## src/hw/dscs_pkg.sv

```systemverilog
package dscs_pkg;
    // Cycle budget of one conversion process
    localparam int unsigned CONV_CYCLES   = 12;
    localparam int unsigned PRECH_CYCLES  = 1;
    localparam int unsigned MIN_SAMP_CYC  = 2;
    localparam int unsigned MIN_PROC_CYC  = 16;
    localparam int unsigned CFG_BITS      = 12;
    localparam int unsigned APPLY_CYCLES  = 12;
    localparam int unsigned RES_BITS      = 12;
    // Clock rate and acquisition time
    localparam int unsigned CLK_MHZ       = 50;
    localparam int unsigned ACQ_TIME_PS   = 62500;
    localparam int unsigned ACQ_CYCLES    = (ACQ_TIME_PS * CLK_MHZ + 999999) / 1000000;
    // Configuration word fields
    localparam int unsigned CFG_SEL_HI_POS = 11;
    localparam int unsigned CFG_SEL_LO_POS = 10;
    localparam int unsigned CFG_FEAT_HI    = 9;
    localparam int unsigned CFG_FEAT_LO    = 8;
    localparam int unsigned CFG_FLAG_HI    = 7;
    localparam int unsigned CFG_FLAG_LO    = 3;
    localparam int unsigned CFG_ACT_HI     = 2;
    localparam int unsigned CFG_ACT_LO     = 0;
    localparam logic [11:0] CFG_RESET      = 12'h000;
    localparam logic [1:0]  FEAT_UPDATE    = 2'h1;
    localparam logic [2:0]  ACT_DEV_RESET  = 3'h5;
    // Multiplexer source codes
    localparam logic [1:0]  SRC_IN0_POS    = 2'h0;
    localparam logic [1:0]  SRC_IN1_NEG    = 2'h1;
    localparam logic [1:0]  SRC_IN1_POS    = 2'h2;
    localparam logic [1:0]  SRC_IN0_NEG    = 2'h3;
    localparam logic [1:0]  SRC_REF        = 2'h3;

    typedef enum logic [3:0]
    {
        ST_ACQ   = 4'h1,
        ST_HOLD  = 4'h2,
        ST_CONV  = 4'h4,
        ST_PRECH = 4'h8
    } dscs_state_type;
endpackage : dscs_pkg

```

## src/hw/dscs_mux_if.sv

```systemverilog
interface dscs_mux_if;
    import dscs_pkg::*;
    logic [1:0] chan_code;
    logic       pseudo_mode;
    logic       prech;
    logic [1:0] pos_src;
    logic [1:0] neg_src;
    logic       cap_connect;
    modport ctrl (output chan_code, output pseudo_mode, output prech,
                  input pos_src, input neg_src, input cap_connect);
    modport mux  (input chan_code, input pseudo_mode, input prech,
                  output pos_src, output neg_src, output cap_connect);
endinterface : dscs_mux_if

```

## src/hw/dscs_sequencer.sv

```systemverilog
module dscs_sequencer
    import dscs_pkg::*;
(
    // Clock and reset
    input  wire logic        mclk,
    input  wire logic        rst,
    // Host control
    input  wire logic        conv_trigger,
    input  wire logic        read_strobe,
    input  wire logic        chip_sel_n,
    input  wire logic        serial_cfg_in,
    // Mode straps
    input  wire logic        pseudo_mode,
    // Converter results, one per converter
    input  wire logic        cmp_a,
    input  wire logic        cmp_b,
    // Status and analog switch control
    output logic             busy_ff,
    output logic             prech_ff,
    output logic             cap_connect_ff,
    output logic [1:0]       pos_src_ff,
    output logic [1:0]       neg_src_ff,
    output logic [11:0]      result_a_ff,
    output logic [11:0]      result_b_ff,
    output logic             result_valid_ff,
    output logic [11:0]      cfg_ff
);
    dscs_state_type state_ff;
    dscs_state_type nxt_state;
    logic [3:0]     cnt_ff;
    logic           trig_d_ff;
    logic           strobe_fall_ff;
    logic           strobe_seen_ff;
    logic [3:0]     shift_cnt_ff;
    logic [11:0]    shift_ff;
    logic [3:0]     apply_cnt_ff;
    logic           applying_ff;
    logic [11:0]    sar_a_ff;
    logic [11:0]    sar_b_ff;
    logic           trig_rise;
    logic           conv_last;

    dscs_mux_if mxi ();

    ////////////////////////////////////////////////////////////////////////
    // Trigger edge and state sequence

    assign trig_rise = conv_trigger & ~trig_d_ff;
    assign conv_last = (state_ff == ST_CONV) && (cnt_ff == 4'(CONV_CYCLES - 1));

    always_ff @(posedge mclk or posedge rst)
    begin
        if (rst)
            trig_d_ff <= 1'b0;
        else
            trig_d_ff <= conv_trigger;
    end

    always_comb
    begin
        nxt_state = state_ff;
        unique case (state_ff)
            // Count is one behind the cycles spent, so two full sampling cycles end here
            ST_ACQ:   if (trig_rise && cnt_ff >= 4'(MIN_SAMP_CYC - 1)) nxt_state = ST_HOLD;
            ST_HOLD:  nxt_state = ST_CONV;
            ST_CONV:  if (conv_last) nxt_state = ST_PRECH;
            ST_PRECH: nxt_state = ST_ACQ;
            default:  nxt_state = ST_ACQ;
        endcase
    end

    always_ff @(posedge mclk or posedge rst)
    begin
        if (rst)
        begin
            state_ff <= ST_ACQ;
            cnt_ff   <= 4'(MIN_SAMP_CYC);
        end
        else
        begin
            state_ff <= nxt_state;
            if (nxt_state != state_ff)
                cnt_ff <= 4'h0;
            else if (cnt_ff != 4'hf)
                cnt_ff <= cnt_ff + 4'h1;
        end
    end

    // Busy from hold to end of conversion; low while acquiring
    always_ff @(posedge mclk or posedge rst)
    begin
        if (rst)
            busy_ff <= 1'b0;
        else
            busy_ff <= (nxt_state == ST_HOLD) || (nxt_state == ST_CONV);
    end

    always_ff @(posedge mclk or posedge rst)
    begin
        if (rst)
            prech_ff <= 1'b0;
        else
            prech_ff <= (nxt_state == ST_PRECH);
    end

    ////////////////////////////////////////////////////////////////////////
    // Both converters share one bit counter so they step together

    always_ff @(posedge mclk or posedge rst)
    begin
        if (rst)
        begin
            sar_a_ff        <= 12'h000;
            sar_b_ff        <= 12'h000;
            result_a_ff     <= 12'h000;
            result_b_ff     <= 12'h000;
            result_valid_ff <= 1'b0;
        end
        else
        begin
            result_valid_ff <= 1'b0;
            if (state_ff == ST_CONV)
            begin
                sar_a_ff <= {sar_a_ff[10:0], cmp_a};
                sar_b_ff <= {sar_b_ff[10:0], cmp_b};
                if (conv_last)
                begin
                    result_a_ff     <= {sar_a_ff[10:0], cmp_a};
                    result_b_ff     <= {sar_b_ff[10:0], cmp_b};
                    result_valid_ff <= 1'b1;
                end
            end
        end
    end

    ////////////////////////////////////////////////////////////////////////
    // Configuration input; the falling-edge sample is modelled by
    // registering strobe and data on mclk, which the host sets up ahead.

    always_ff @(posedge mclk or posedge rst)
    begin
        if (rst)
        begin
            strobe_fall_ff <= 1'b0;
            strobe_seen_ff <= 1'b0;
        end
        else
        begin
            strobe_fall_ff <= read_strobe & ~chip_sel_n;
            strobe_seen_ff <= strobe_fall_ff;
        end
    end

    always_ff @(posedge mclk or posedge rst)
    begin
        if (rst)
        begin
            shift_ff     <= CFG_RESET;
            shift_cnt_ff <= 4'h0;
        end
        else if (strobe_fall_ff && !strobe_seen_ff)
        begin
            shift_ff     <= {11'h000, serial_cfg_in};
            shift_cnt_ff <= 4'h1;
        end
        else if (shift_cnt_ff != 4'h0 && shift_cnt_ff < 4'(CFG_BITS))
        begin
            shift_ff     <= {shift_ff[10:0], serial_cfg_in};
            shift_cnt_ff <= shift_cnt_ff + 4'h1;
        end
    end

    always_ff @(posedge mclk or posedge rst)
    begin
        if (rst)
        begin
            applying_ff  <= 1'b0;
            apply_cnt_ff <= 4'h0;
        end
        else if (strobe_fall_ff && !strobe_seen_ff)
        begin
            applying_ff  <= 1'b1;
            apply_cnt_ff <= 4'h1;
        end
        else if (applying_ff)
        begin
            apply_cnt_ff <= apply_cnt_ff + 4'h1;
            if (apply_cnt_ff == 4'(APPLY_CYCLES))
                applying_ff <= 1'b0;
        end
    end

    // Settings change only at the apply point so a half-shifted word never leaks
    always_ff @(posedge mclk or posedge rst)
    begin
        if (rst)
            cfg_ff <= CFG_RESET;
        else if (applying_ff && apply_cnt_ff == 4'(APPLY_CYCLES))
        begin
            if (shift_ff[CFG_ACT_HI:CFG_ACT_LO] == ACT_DEV_RESET)
                cfg_ff <= CFG_RESET;
            else if (shift_ff[CFG_FEAT_HI:CFG_FEAT_LO] == FEAT_UPDATE)
                cfg_ff <= shift_ff;
            else
                cfg_ff <= {shift_ff[CFG_SEL_HI_POS:CFG_SEL_LO_POS], cfg_ff[9:0]};
        end
    end

    ////////////////////////////////////////////////////////////////////////
    // Input multiplexer

    assign mxi.chan_code   = cfg_ff[CFG_SEL_HI_POS:CFG_SEL_LO_POS];
    assign mxi.pseudo_mode = pseudo_mode;
    // Mux path is two flops deep, so precharge is flagged two cycles ahead
    assign mxi.prech       = (state_ff == ST_CONV) && (cnt_ff == 4'(CONV_CYCLES - 2));

    dscs_mux_sel u_mux
    (
        .mclk (mclk),
        .rst  (rst),
        .mx   (mxi.mux)
    );

    always_ff @(posedge mclk or posedge rst)
    begin
        if (rst)
        begin
            pos_src_ff     <= SRC_IN0_POS;
            neg_src_ff     <= SRC_IN0_NEG;
            cap_connect_ff <= 1'b1;
        end
        else
        begin
            pos_src_ff     <= mxi.pos_src;
            neg_src_ff     <= mxi.neg_src;
            cap_connect_ff <= mxi.cap_connect & (nxt_state == ST_ACQ);
        end
    end
endmodule : dscs_sequencer

```

## src/hw/dscs_mux_sel.sv

```systemverilog
module dscs_mux_sel
    import dscs_pkg::*;
(
    // Clock and reset
    input  wire logic mclk,
    input  wire logic rst,
    // Mux control
    dscs_mux_if.mux   mx
);
    logic [1:0] nxt_pos;
    logic [1:0] nxt_neg;

    always_comb
    begin
        nxt_pos = SRC_IN0_POS;
        nxt_neg = SRC_IN0_NEG;
        if (mx.prech)
        begin
            nxt_pos = SRC_REF;
            nxt_neg = SRC_REF;
        end
        else if (mx.pseudo_mode)
        begin
            // Common negative is in0_neg
            unique case (mx.chan_code)
                2'h1:    nxt_pos = SRC_IN1_NEG;
                2'h2:    nxt_pos = SRC_IN1_POS;
                default: nxt_pos = SRC_IN0_POS;
            endcase
        end
        else if (mx.chan_code == 2'h3)
        begin
            nxt_pos = SRC_IN1_POS;
            nxt_neg = SRC_IN1_NEG;
        end
    end

    always_ff @(posedge mclk or posedge rst)
    begin
        if (rst)
        begin
            mx.pos_src     <= SRC_IN0_POS;
            mx.neg_src     <= SRC_IN0_NEG;
            mx.cap_connect <= 1'b1;
        end
        else
        begin
            mx.pos_src     <= nxt_pos;
            mx.neg_src     <= nxt_neg;
            mx.cap_connect <= ~mx.prech;
        end
    end
endmodule : dscs_mux_sel

```

## config.mk

```make
export PLATFORM = sky130hd
export DESIGN_NAME = dscs_sequencer
export DESIGN_NICKNAME = d
export VERILOG_FILES = /design/src/hw/dscs_pkg.sv /design/src/hw/dscs_mux_if.sv /design/src/hw/dscs_sequencer.sv /design/src/hw/dscs_mux_sel.sv
export SDC_FILE = /design/constraint.sdc
export NUM_CORES = 1
export LEC_CHECK = 0
export BUFFER_PORTS_ARGS = -buffer_cell sky130_fd_sc_hd__buf_2
export CAP_MARGIN = 20
export CORE_MARGIN = 2
export CORE_UTILIZATION = 50
export CTS_CLUSTER_DIAMETER = 60
export DETAILED_ROUTE_END_ITERATION = 8
export GPL_ROUTABILITY_DRIVEN = 0
export PLACE_DENSITY = 0.77
export SKIP_CTS_REPAIR_TIMING = 1
export SLEW_MARGIN = 0
export SYNTH_ARGS = -nofsm -noshare
export SYNTH_HDL_FRONTEND = slang
export SYNTH_SLANG_ARGS = --single-unit
```

## constraint.sdc

```tcl
create_clock -name mclk -period 2.7 [get_ports mclk]
set_input_delay 0.135 -clock mclk [delete_from_list [all_inputs] [get_ports mclk]]
set_output_delay 0.135 -clock mclk [all_outputs]
set_load 0.02 [all_outputs]
```

==> results of run 1 <==
==> stage by stage <==
stage	instances	setup WS (ps)	utilization
after floorplan	307	650	-
after global placement	454	564	0.557
after detailed placement	454	522	0.557
after CTS	470	505	0.581
after global routing	477	390	0.589
final	477	498	0.589
==> placed cells by master, fill, tap and decap left out, types with 10 or more instances in the layout <==
master	n
o21ai_0	16
nand3_1	17
mux2_2	29
mux2_4	19
buf_2	51
nor2_1	14
nand2_1	10
a21oi_1	16
dfrtp_1	95
==> final timing paths <==
path	slack, ps	cells after the start	endpoint
min in group asynchronous	470	3	apply_cnt_ff[1]
max in group asynchronous	1540	4	strobe_fall_ff
min	10	2	u_mux.mx.neg_src[1]
max	500	5	result_a_ff[7]
min reg2reg	360	0	neg_src_ff[1]
max reg2reg	500	5	result_a_ff[7]
==> state kept, by name, summed over array words and instances (netlist names) <==
name,cells
cnt_ff,4
sar_a_ff,11
shift_cnt_ff,4
applying_ff,1
result_valid_ff,1
pos_src_ff,2
cap_connect_ff,1
apply_cnt_ff,4
shift_ff,12
sar_b_ff,11
cfg_ff,12
trig_d_ff,1
u_mux.mx.neg_src,1
strobe_seen_ff,1
result_a_ff,12
result_b_ff,12
neg_src_ff,1
busy_ff,1
state_ff,4
strobe_fall_ff,1
u_mux.mx.cap_connect,1
u_mux.mx.pos_src,2
prech_ff,1
==> critical path: stages, from the launching register on <==
cell	delay [ps]
dfstp_2	590
ha_1	310
nand3b_4	140
nor4b_4	250
buf_4	410
mux2_2	380
==> power by group <==
part / internal [mW] / switching, mW
sequential: 1.74 / 0.229
clock: 0.361 / 0.553
combinational: 0.327 / 0.428
total: 2.43 / 1.21
==> area by class of cell <==
type                    count  area, sq um  share of cell area
clock buffers               9          124              0.0258
inverters                   7         30.0             0.00626
multi-input cells         183         1520               0.316
flip-flops and latches    101         2530               0.529
clock inverters             7         67.6              0.0141
repair buffers             65          390              0.0814
well taps                 105          131              0.0274
==> per-layer routing <==
| layer | wire (um) | vias up | track usage |
|---|---|---|---|
| met5 | 0 | - | 0 |
| met4 | 51 | 0 | 0.0435 |
| met1 | 3250 | 1284 | 0.238 |
| met2 | 3370 | 40 | 0.254 |
| met3 | 295 | 8 | 0.0538 |
| li1 | - | 1205 | - |
==> cell families after synthesis <==
| group | count (synthesis) | share of synthesized area |
|---|---|---|
| adder cells (fa/ha/maj) | 8 | 0.0240 |
| buffers and inverters | 23 | 0.0276 |
| AND/OR/NAND/NOR | 70 | 0.105 |
| XOR/XNOR | 6 | 0.0126 |
| flip-flops | 101 | 0.609 |
| AO/OA/AOI/OAI | 48 | 0.0697 |
| multiplexers | 50 | 0.152 |
| other | 1 | 0.000900 |
==> flow_metrics.env, run 1 <==
export IMPL_status="completed"
export IMPL_cp_startpoint="cnt_ff[1]"
export IMPL_cp_arrival_ps=2450
export IMPL_drv_cap=0
export IMPL_period_needed_ps=2200
export IMPL_ys_flop_type="dfrtp_1"
export IMPL_max_freq_ghz=0.454
export IMPL_synth_common_cells="dfrtp_1, mux2_2, mux2_4, nand3_1"
export IMPL_p_leak_nw=2.44
export IMPL_detail_route_wl_per_cell_um=14.6
export IMPL_hold_class="in -> reg"
export IMPL_root_buffer="clkbuf_8"
export IMPL_rows=33
export IMPL_drive_above_1_share=0.363
export IMPL_initial_core_util=0.512
export IMPL_yosys_warnings=0
export IMPL_nFillCells=671
export IMPL_slew_violations=0
export IMPL_yosysSeqAreaShare=0.609
export IMPL_netlist_area_sq_mm=0.00417
export IMPL_max_vdd_ir_drop_mv=0.543
export IMPL_grt_pass1_vias=2415
export IMPL_p_total_mw=3.64
export IMPL_die_h_um=95.3
export IMPL_timing_rr_start="cnt_ff[1]"
export IMPL_ios=53
export IMPL_clockBufferDepth=2
export IMPL_synth_nets=324
export IMPL_ant_nets=0
export IMPL_synth_cells=307
export IMPL_dr_pass1_iters=4
export IMPL_place_hpwl_mm=4.72
export IMPL_worstPathMaxFanout=25
export IMPL_globalRouteOverflowTotal=0
export IMPL_hp_start="pseudo_mode"
export IMPL_routed_via_density=5.32
export IMPL_crit_required_ps=2950
export IMPL_cellPowerDensity_mw_per_mm2=760
export IMPL_vias=2537
export IMPL_relSlewSlack=0.432
export IMPL_yosysMostFrequentCell="dfrtp_1"
export IMPL_grt_pass1_wl_mm=11.7
export IMPL_synth_edf_count=0
export IMPL_cts_num_sinks=101
export IMPL_final_nets=384
export IMPL_rsz0062_at_grt="no"
export IMPL_diodes=0
export IMPL_syn_area_per_cell_sq_um=13.6
export IMPL_finalSetupViolCount=0
export IMPL_port_buffers=51
export IMPL_synth_cell_type_count=44
export IMPL_die_x_um=95.3
export IMPL_crit_path_end_kind="flip-flop"
export IMPL_globalRouteTotalUtil=0.168
export IMPL_setup_tns_ps=0
export IMPL_hold_viol=0
export IMPL_ys_seq_elements=101
export IMPL_grt_max_degree=48
export IMPL_critical_path_class="reg -> reg"
export IMPL_core_sq_mm=0.00813
export IMPL_dpl_cell_area_sq_mm=0.00453
export IMPL_drtIter0Drc=94
export IMPL_cts_max_level=3
export IMPL_cts_tree="built"
export IMPL_fin_crit_sh=0.816
export IMPL_area_growth_pct=15.1
export IMPL_worstSkewPairLatency_ps=370
export IMPL_grt_antenna_before_repair=0
export IMPL_start_kind="flip-flop"
export IMPL_async_reset_ff_frac=1.00
export IMPL_worst_slew_pin_slew_ps=850
export IMPL_yosys_area_top_type="dfrtp_1"
export IMPL_cts_buffers_inserted=9
export IMPL_drc=0
export IMPL_die_area_sq_mm=0.00908
export IMPL_synth_top_area_share=0.571
export IMPL_final_area_sq_mm=0.00479
export IMPL_clock_skew_ps=12.3
export IMPL_synth_area_leaders="dfrtp_1, mux2_2, mux2_4, dfstp_2, ha_1"
export IMPL_fin_hold_ws_ps=11.7
export IMPL_path_clk_slew_ps=100
export IMPL_finalWirelength_mm=6.97
(Power assumes the default switching activity.)
==> inputs of run 2 (changes only) <==
clock period = 1.9 ns   (was 2.7 ns; I/O delays follow)
==> flow_metrics.env, run 2 (synthesis results as in run 1) <==
export IMPL_status="completed"
export IMPL_globalRouteTotalUtil=0.182
export IMPL_drive_above_1_share=0.391
export IMPL_ff2ff_path_depth=6
export IMPL_finalWirelength_mm=7.93
export IMPL_crit_path_end_kind="flip-flop"
export IMPL_crit_required_ps=2150
export IMPL_initial_core_util=0.512
export IMPL_max_vdd_ir_drop_mv=0.828
export IMPL_finalWorstSetupSlack_ps=11.7
export IMPL_root_buffer="clkbuf_8"
export IMPL_rows=33
export IMPL_use_met2=0.288
export IMPL_mostFrequentLayoutCells="dfrtp_1, buf_2, mux2_2"
export IMPL_final_nets=396
export IMPL_grt_busiest_layer="met2"
export IMPL_max_freq_ghz=0.530
export IMPL_die_area_sq_mm=0.00908
export IMPL_nFillCells=617
export IMPL_fin_util=0.615
export IMPL_fin_crit_sh=0.994
export IMPL_drv_cap=0
export IMPL_vias=2624
export IMPL_place_ws_ps=27.9
export IMPL_worstPathMaxFanout=7
export IMPL_setup_tns_ps=0
export IMPL_use_met3=0.0364
export IMPL_worstSkewPairLatency_ps=380
export IMPL_finalSetupViolCount=0
export IMPL_grt_pass1_wl_mm=12.5
export IMPL_ios=53
export IMPL_drtIter0Drc=62
export IMPL_hold_viol=0
export IMPL_critical_path_class="reg -> reg"
export IMPL_slew_violations=0
export IMPL_hold_class="in -> async"
export IMPL_grt_antenna_before_repair=0
export IMPL_area_growth_pct=20.0
export IMPL_place_hpwl_mm=5.07
export IMPL_p_leak_nw=2.53
export IMPL_ant_nets=0
export IMPL_dr_pass1_iters=4
export IMPL_diodes=0
export IMPL_die_x_um=95.3
export IMPL_timing_rr_start="cnt_ff[1]"
export IMPL_period_needed_ps=1890
export IMPL_port_buffers=51
export IMPL_grt_pass1_vias=2597
export IMPL_cellPowerDensity_mw_per_mm2=1090
export IMPL_clockBufferDepth=2
export IMPL_grt_util_met1=0.242
export IMPL_clock_skew_ps=15.1
export IMPL_cts_num_sinks=101
export IMPL_globalRouteOverflowTotal=0
export IMPL_reg2reg_slack_ps=10
export IMPL_detail_route_wl_per_cell_um=16.2
export IMPL_die_h_um=95.3
export IMPL_drc=0
export IMPL_grt_max_degree=55
export IMPL_start_kind="flip-flop"
export IMPL_cts_tree="built"
export IMPL_final_common_cell="dfrtp_1"
export IMPL_r2r_end="result_a_ff[7]"
export IMPL_routed_via_density=5.37
export IMPL_cts_buffers_inserted=9
export IMPL_core_sq_mm=0.00813
export IMPL_cts_max_level=3
export IMPL_cp_arrival_ps=2140
export IMPL_path_clk_slew_ps=100
[run 2: layout make-up]
cell class / count / area (sq um) / share of cell area
Clock buffer: 9 / 124 / 0.0248
Inverter: 7 / 30.0 / 0.00601
Timing Repair Buffer: 77 / 543 / 0.109
Multi-Input combinational cell: 183 / 1560 / 0.311
Sequential cell: 101 / 2530 / 0.507
Clock inverter: 7 / 81.3 / 0.0163
Tap cell: 105 / 131 / 0.0263
[run 2: worst max-delay path, cell delays in order (launching register included)]
cell      delay [ps]
dfstp_2          570
ha_4             140
nand3b_4         100
nor4b_4          300
buf_4            200
buf_12           130
mux2_2           330
[run 2: how the worst max path moves through the flow]
stage / depth (start not counted) / slack, ps / start / end
after floorplan: 5 / -60 / cnt_ff[1] / result_a_ff[0]
after global placement: 5 / 90 / cnt_ff[1] / result_a_ff[6]
after detailed placement: 5 / 30 / cnt_ff[1] / result_a_ff[6]
after CTS: 5 / 9 / cnt_ff[1] / result_a_ff[6]
after global routing: 6 / -40 / cnt_ff[1] / result_a_ff[6]
final: 6 / 10 / cnt_ff[1] / result_a_ff[7]
[run 2: layer usage]
metal	wire length (um)	vias up	share of wire
li1	-	1223	-
met2	3960	68	0.50
met3	363	9	0.046
met1	3510	1324	0.44
met4	102	0	0.013
met5	0	-	0
[run 2: power by group]
| part | switching (mW) | total, mW | internal (mW) | leakage, nW |
|---|---|---|---|---|
| registers | 0.319 | 2.80 | 2.48 | 1.36 |
| clock network | 0.779 | 1.41 | 0.632 | 0.107 |
| logic | 0.693 | 1.24 | 0.546 | 1.07 |
[run 2: through the flow]
step / total power, mW / area, sq um / std cells / hold WS, ps
global placement: 3.92 / 4610 / 460 / 85.0
global route: 5.78 / 5000 / 489 / 254
floorplan: 3.65 / 4180 / 307 / 126
detailed placement: 3.99 / 4610 / 460 / 89.2
finish: 5.45 / 5000 / 489 / 231
CTS: 5.41 / 4820 / 476 / -320
==> inputs of run 3 (changes only) <==
ABC_AREA = 0   (was default)
CELL_PAD_IN_SITES_DETAIL_PLACEMENT = 2   (was default)
CELL_PAD_IN_SITES_GLOBAL_PLACEMENT = 2   (was default)
CORE_UTILIZATION = 43   (was 50)
PLACE_DENSITY = 0.88   (was 0.77)
clock period = 2.3 ns   (was 1.9 ns; I/O delays follow)
==> flow_metrics.env, run 3 (synthesis results as in run 1) <==
export IMPL_worstSkewPairLatency_ps=380
export IMPL_cpMaxStageDelayCell="dfstp_2"
export IMPL_final_nets=386
export IMPL_final_area_sq_mm=0.00487
export IMPL_slowest_delay_ps=610
export IMPL_path_cells="ha_1 -> nand3b_4 -> nor4b_4 -> buf_12 -> mux2_2"
export IMPL_root_buffer="clkbuf_8"
export IMPL_seq_area_sq_mm=0.00253
export IMPL_hold_viol=0
export IMPL_cts_max_level=3
export IMPL_worstPathMaxFanout=25
export IMPL_drv_cap=0
export IMPL_pwr_share_comb=0.216
export IMPL_clock_skew_ps=14.4
export IMPL_relSlewSlack=0.496
export IMPL_grt_max_degree=40
export IMPL_die_x_um=102
export IMPL_period_needed_ps=2160
export IMPL_p_leak_nw=2.46
export IMPL_drtIter0Drc=48
export IMPL_cellPowerDensity_mw_per_mm2=942
export IMPL_finalSetupViolCount=0
export IMPL_cp_arrival_ps=2420
export IMPL_pwr_share_seq=0.516
export IMPL_routed_via_density=5.31
export IMPL_final_common_cell="dfrtp_1"
export IMPL_fin_crit_sh=0.938
export IMPL_path_clk_slew_ps=100
export IMPL_wl_met3_um=231
export IMPL_cts_num_sinks=101
export IMPL_grt_pass1_vias=2998
export IMPL_switching_share=0.348
export IMPL_cts_buffers_inserted=9
export IMPL_worst_slew_pin_slew_ps=754
export IMPL_crit_buf_inv=1
export IMPL_status="completed"
export IMPL_met1_length_mm=4.45
export IMPL_clockBufferDepth=2
export IMPL_grt_pass1_wl_mm=17.1
export IMPL_die_h_um=102
export IMPL_crit_family="flip-flops"
export IMPL_dpl_cell_area_sq_mm=0.00459
export IMPL_crit_path_end_kind="flip-flop"
export IMPL_finalWirelength_mm=10.6
export IMPL_intPower_mw=2.99
export IMPL_switchingPower_mw=1.60
export IMPL_grt_antenna_before_repair=0
export IMPL_start_kind="flip-flop"
export IMPL_place_hpwl_mm=6.84
export IMPL_crit_required_ps=2560
export IMPL_rsz0062_at_grt="no"
export IMPL_core_sq_mm=0.00933
export IMPL_critical_path_class="reg -> reg"
export IMPL_dr_wl_met2_mm=5.78
export IMPL_vias=2672
export IMPL_drc=0
export IMPL_globalRouteOverflowTotal=0
export IMPL_max_freq_ghz=0.464
export IMPL_top_layer="met4"
export IMPL_drive_above_1_share=0.366
export IMPL_rows=35
export IMPL_port_buffers=51
export IMPL_initial_core_util=0.447
export IMPL_max_vdd_ir_drop_mv=0.406
export IMPL_ant_nets=0
export IMPL_die_area_sq_mm=0.0105
export IMPL_diodes=0
export IMPL_dr_pass1_iters=4
export IMPL_detail_route_wl_per_cell_um=21.1
export IMPL_slew_violations=0
export IMPL_hold_class="in -> reg"
export IMPL_nFillCells=889
export IMPL_clockPowerShare=0.268
export IMPL_area_growth_pct=17.0
export IMPL_globalRouteTotalUtil=0.220
export IMPL_ios=53
export IMPL_multi_input_area_sq_mm=0.00152
export IMPL_cts_tree="built"
export IMPL_setup_tns_ps=0
export IMPL_mostFrequentLayoutCells="dfrtp_1, buf_2, mux2_2"
## run 3: path summary, 6_finish.rpt
path | start | to | slack, ps | cells after the start
worst min-delay path | pseudo_mode | u_mux.mx.neg_src[1] | 3 | 2
worst max-delay path | cnt_ff[1] | result_a_ff[6] | 140 | 5
worst min register to register | u_mux.mx.neg_src[1] | neg_src_ff[1] | 370 | 0
worst max register to register | cnt_ff[1] | result_a_ff[6] | 140 | 5
max in group asynchronous | rst | sar_b_ff[1] | 1070 | 4
min in group asynchronous | rst | sar_a_ff[6] | 400 | 3
## run 3: metrics by stage
| stage | hold slack, ps | cells | setup WS (ps) | power [mW] | util |
|---|---|---|---|---|---|
| 5_1_grt | 6.90 | 503 | 43.3 | 4.87 | 0.522 |
| 4_1_cts | -153 | 496 | 142 | 4.64 | 0.515 |
| 2_1_floorplan | 146 | 307 | 250 | 3.00 | - |
| 3_5_place_dp | 249 | 480 | 204 | 3.34 | 0.492 |
| 3_3_place_gp | 239 | 480 | 280 | 3.21 | 0.492 |
| 6_report | 3.18 | 503 | 143 | 4.59 | 0.522 |
## run 3: layout make-up
type | instances | area share
clock buffers | 10 | 0.0282
clock inverters | 6 | 0.0157
inverters | 7 | 0.00616
multi-input cells | 183 | 0.311
flip-flops and latches | 101 | 0.520
well taps | 129 | 0.0331
repair buffers | 67 | 0.0858
## run 3: power by group through the flow
stage          combinational (mW)  clock, mW  sequential (mW)
3_3_place_gp                0.859          0             2.35
5_1_grt                      1.12       1.33             2.41
2_1_floorplan               0.702          0             2.30
4_1_cts                      1.00       1.27             2.37
3_5_place_dp                0.946          0             2.39
6_report                    0.992       1.23             2.37
## run 3: per-layer routing
metal  track usage  vias up
met5             0        -
met3        0.0465        8
met1         0.274     1417
li1              -     1201
met4        0.0462        0
met2         0.394       46
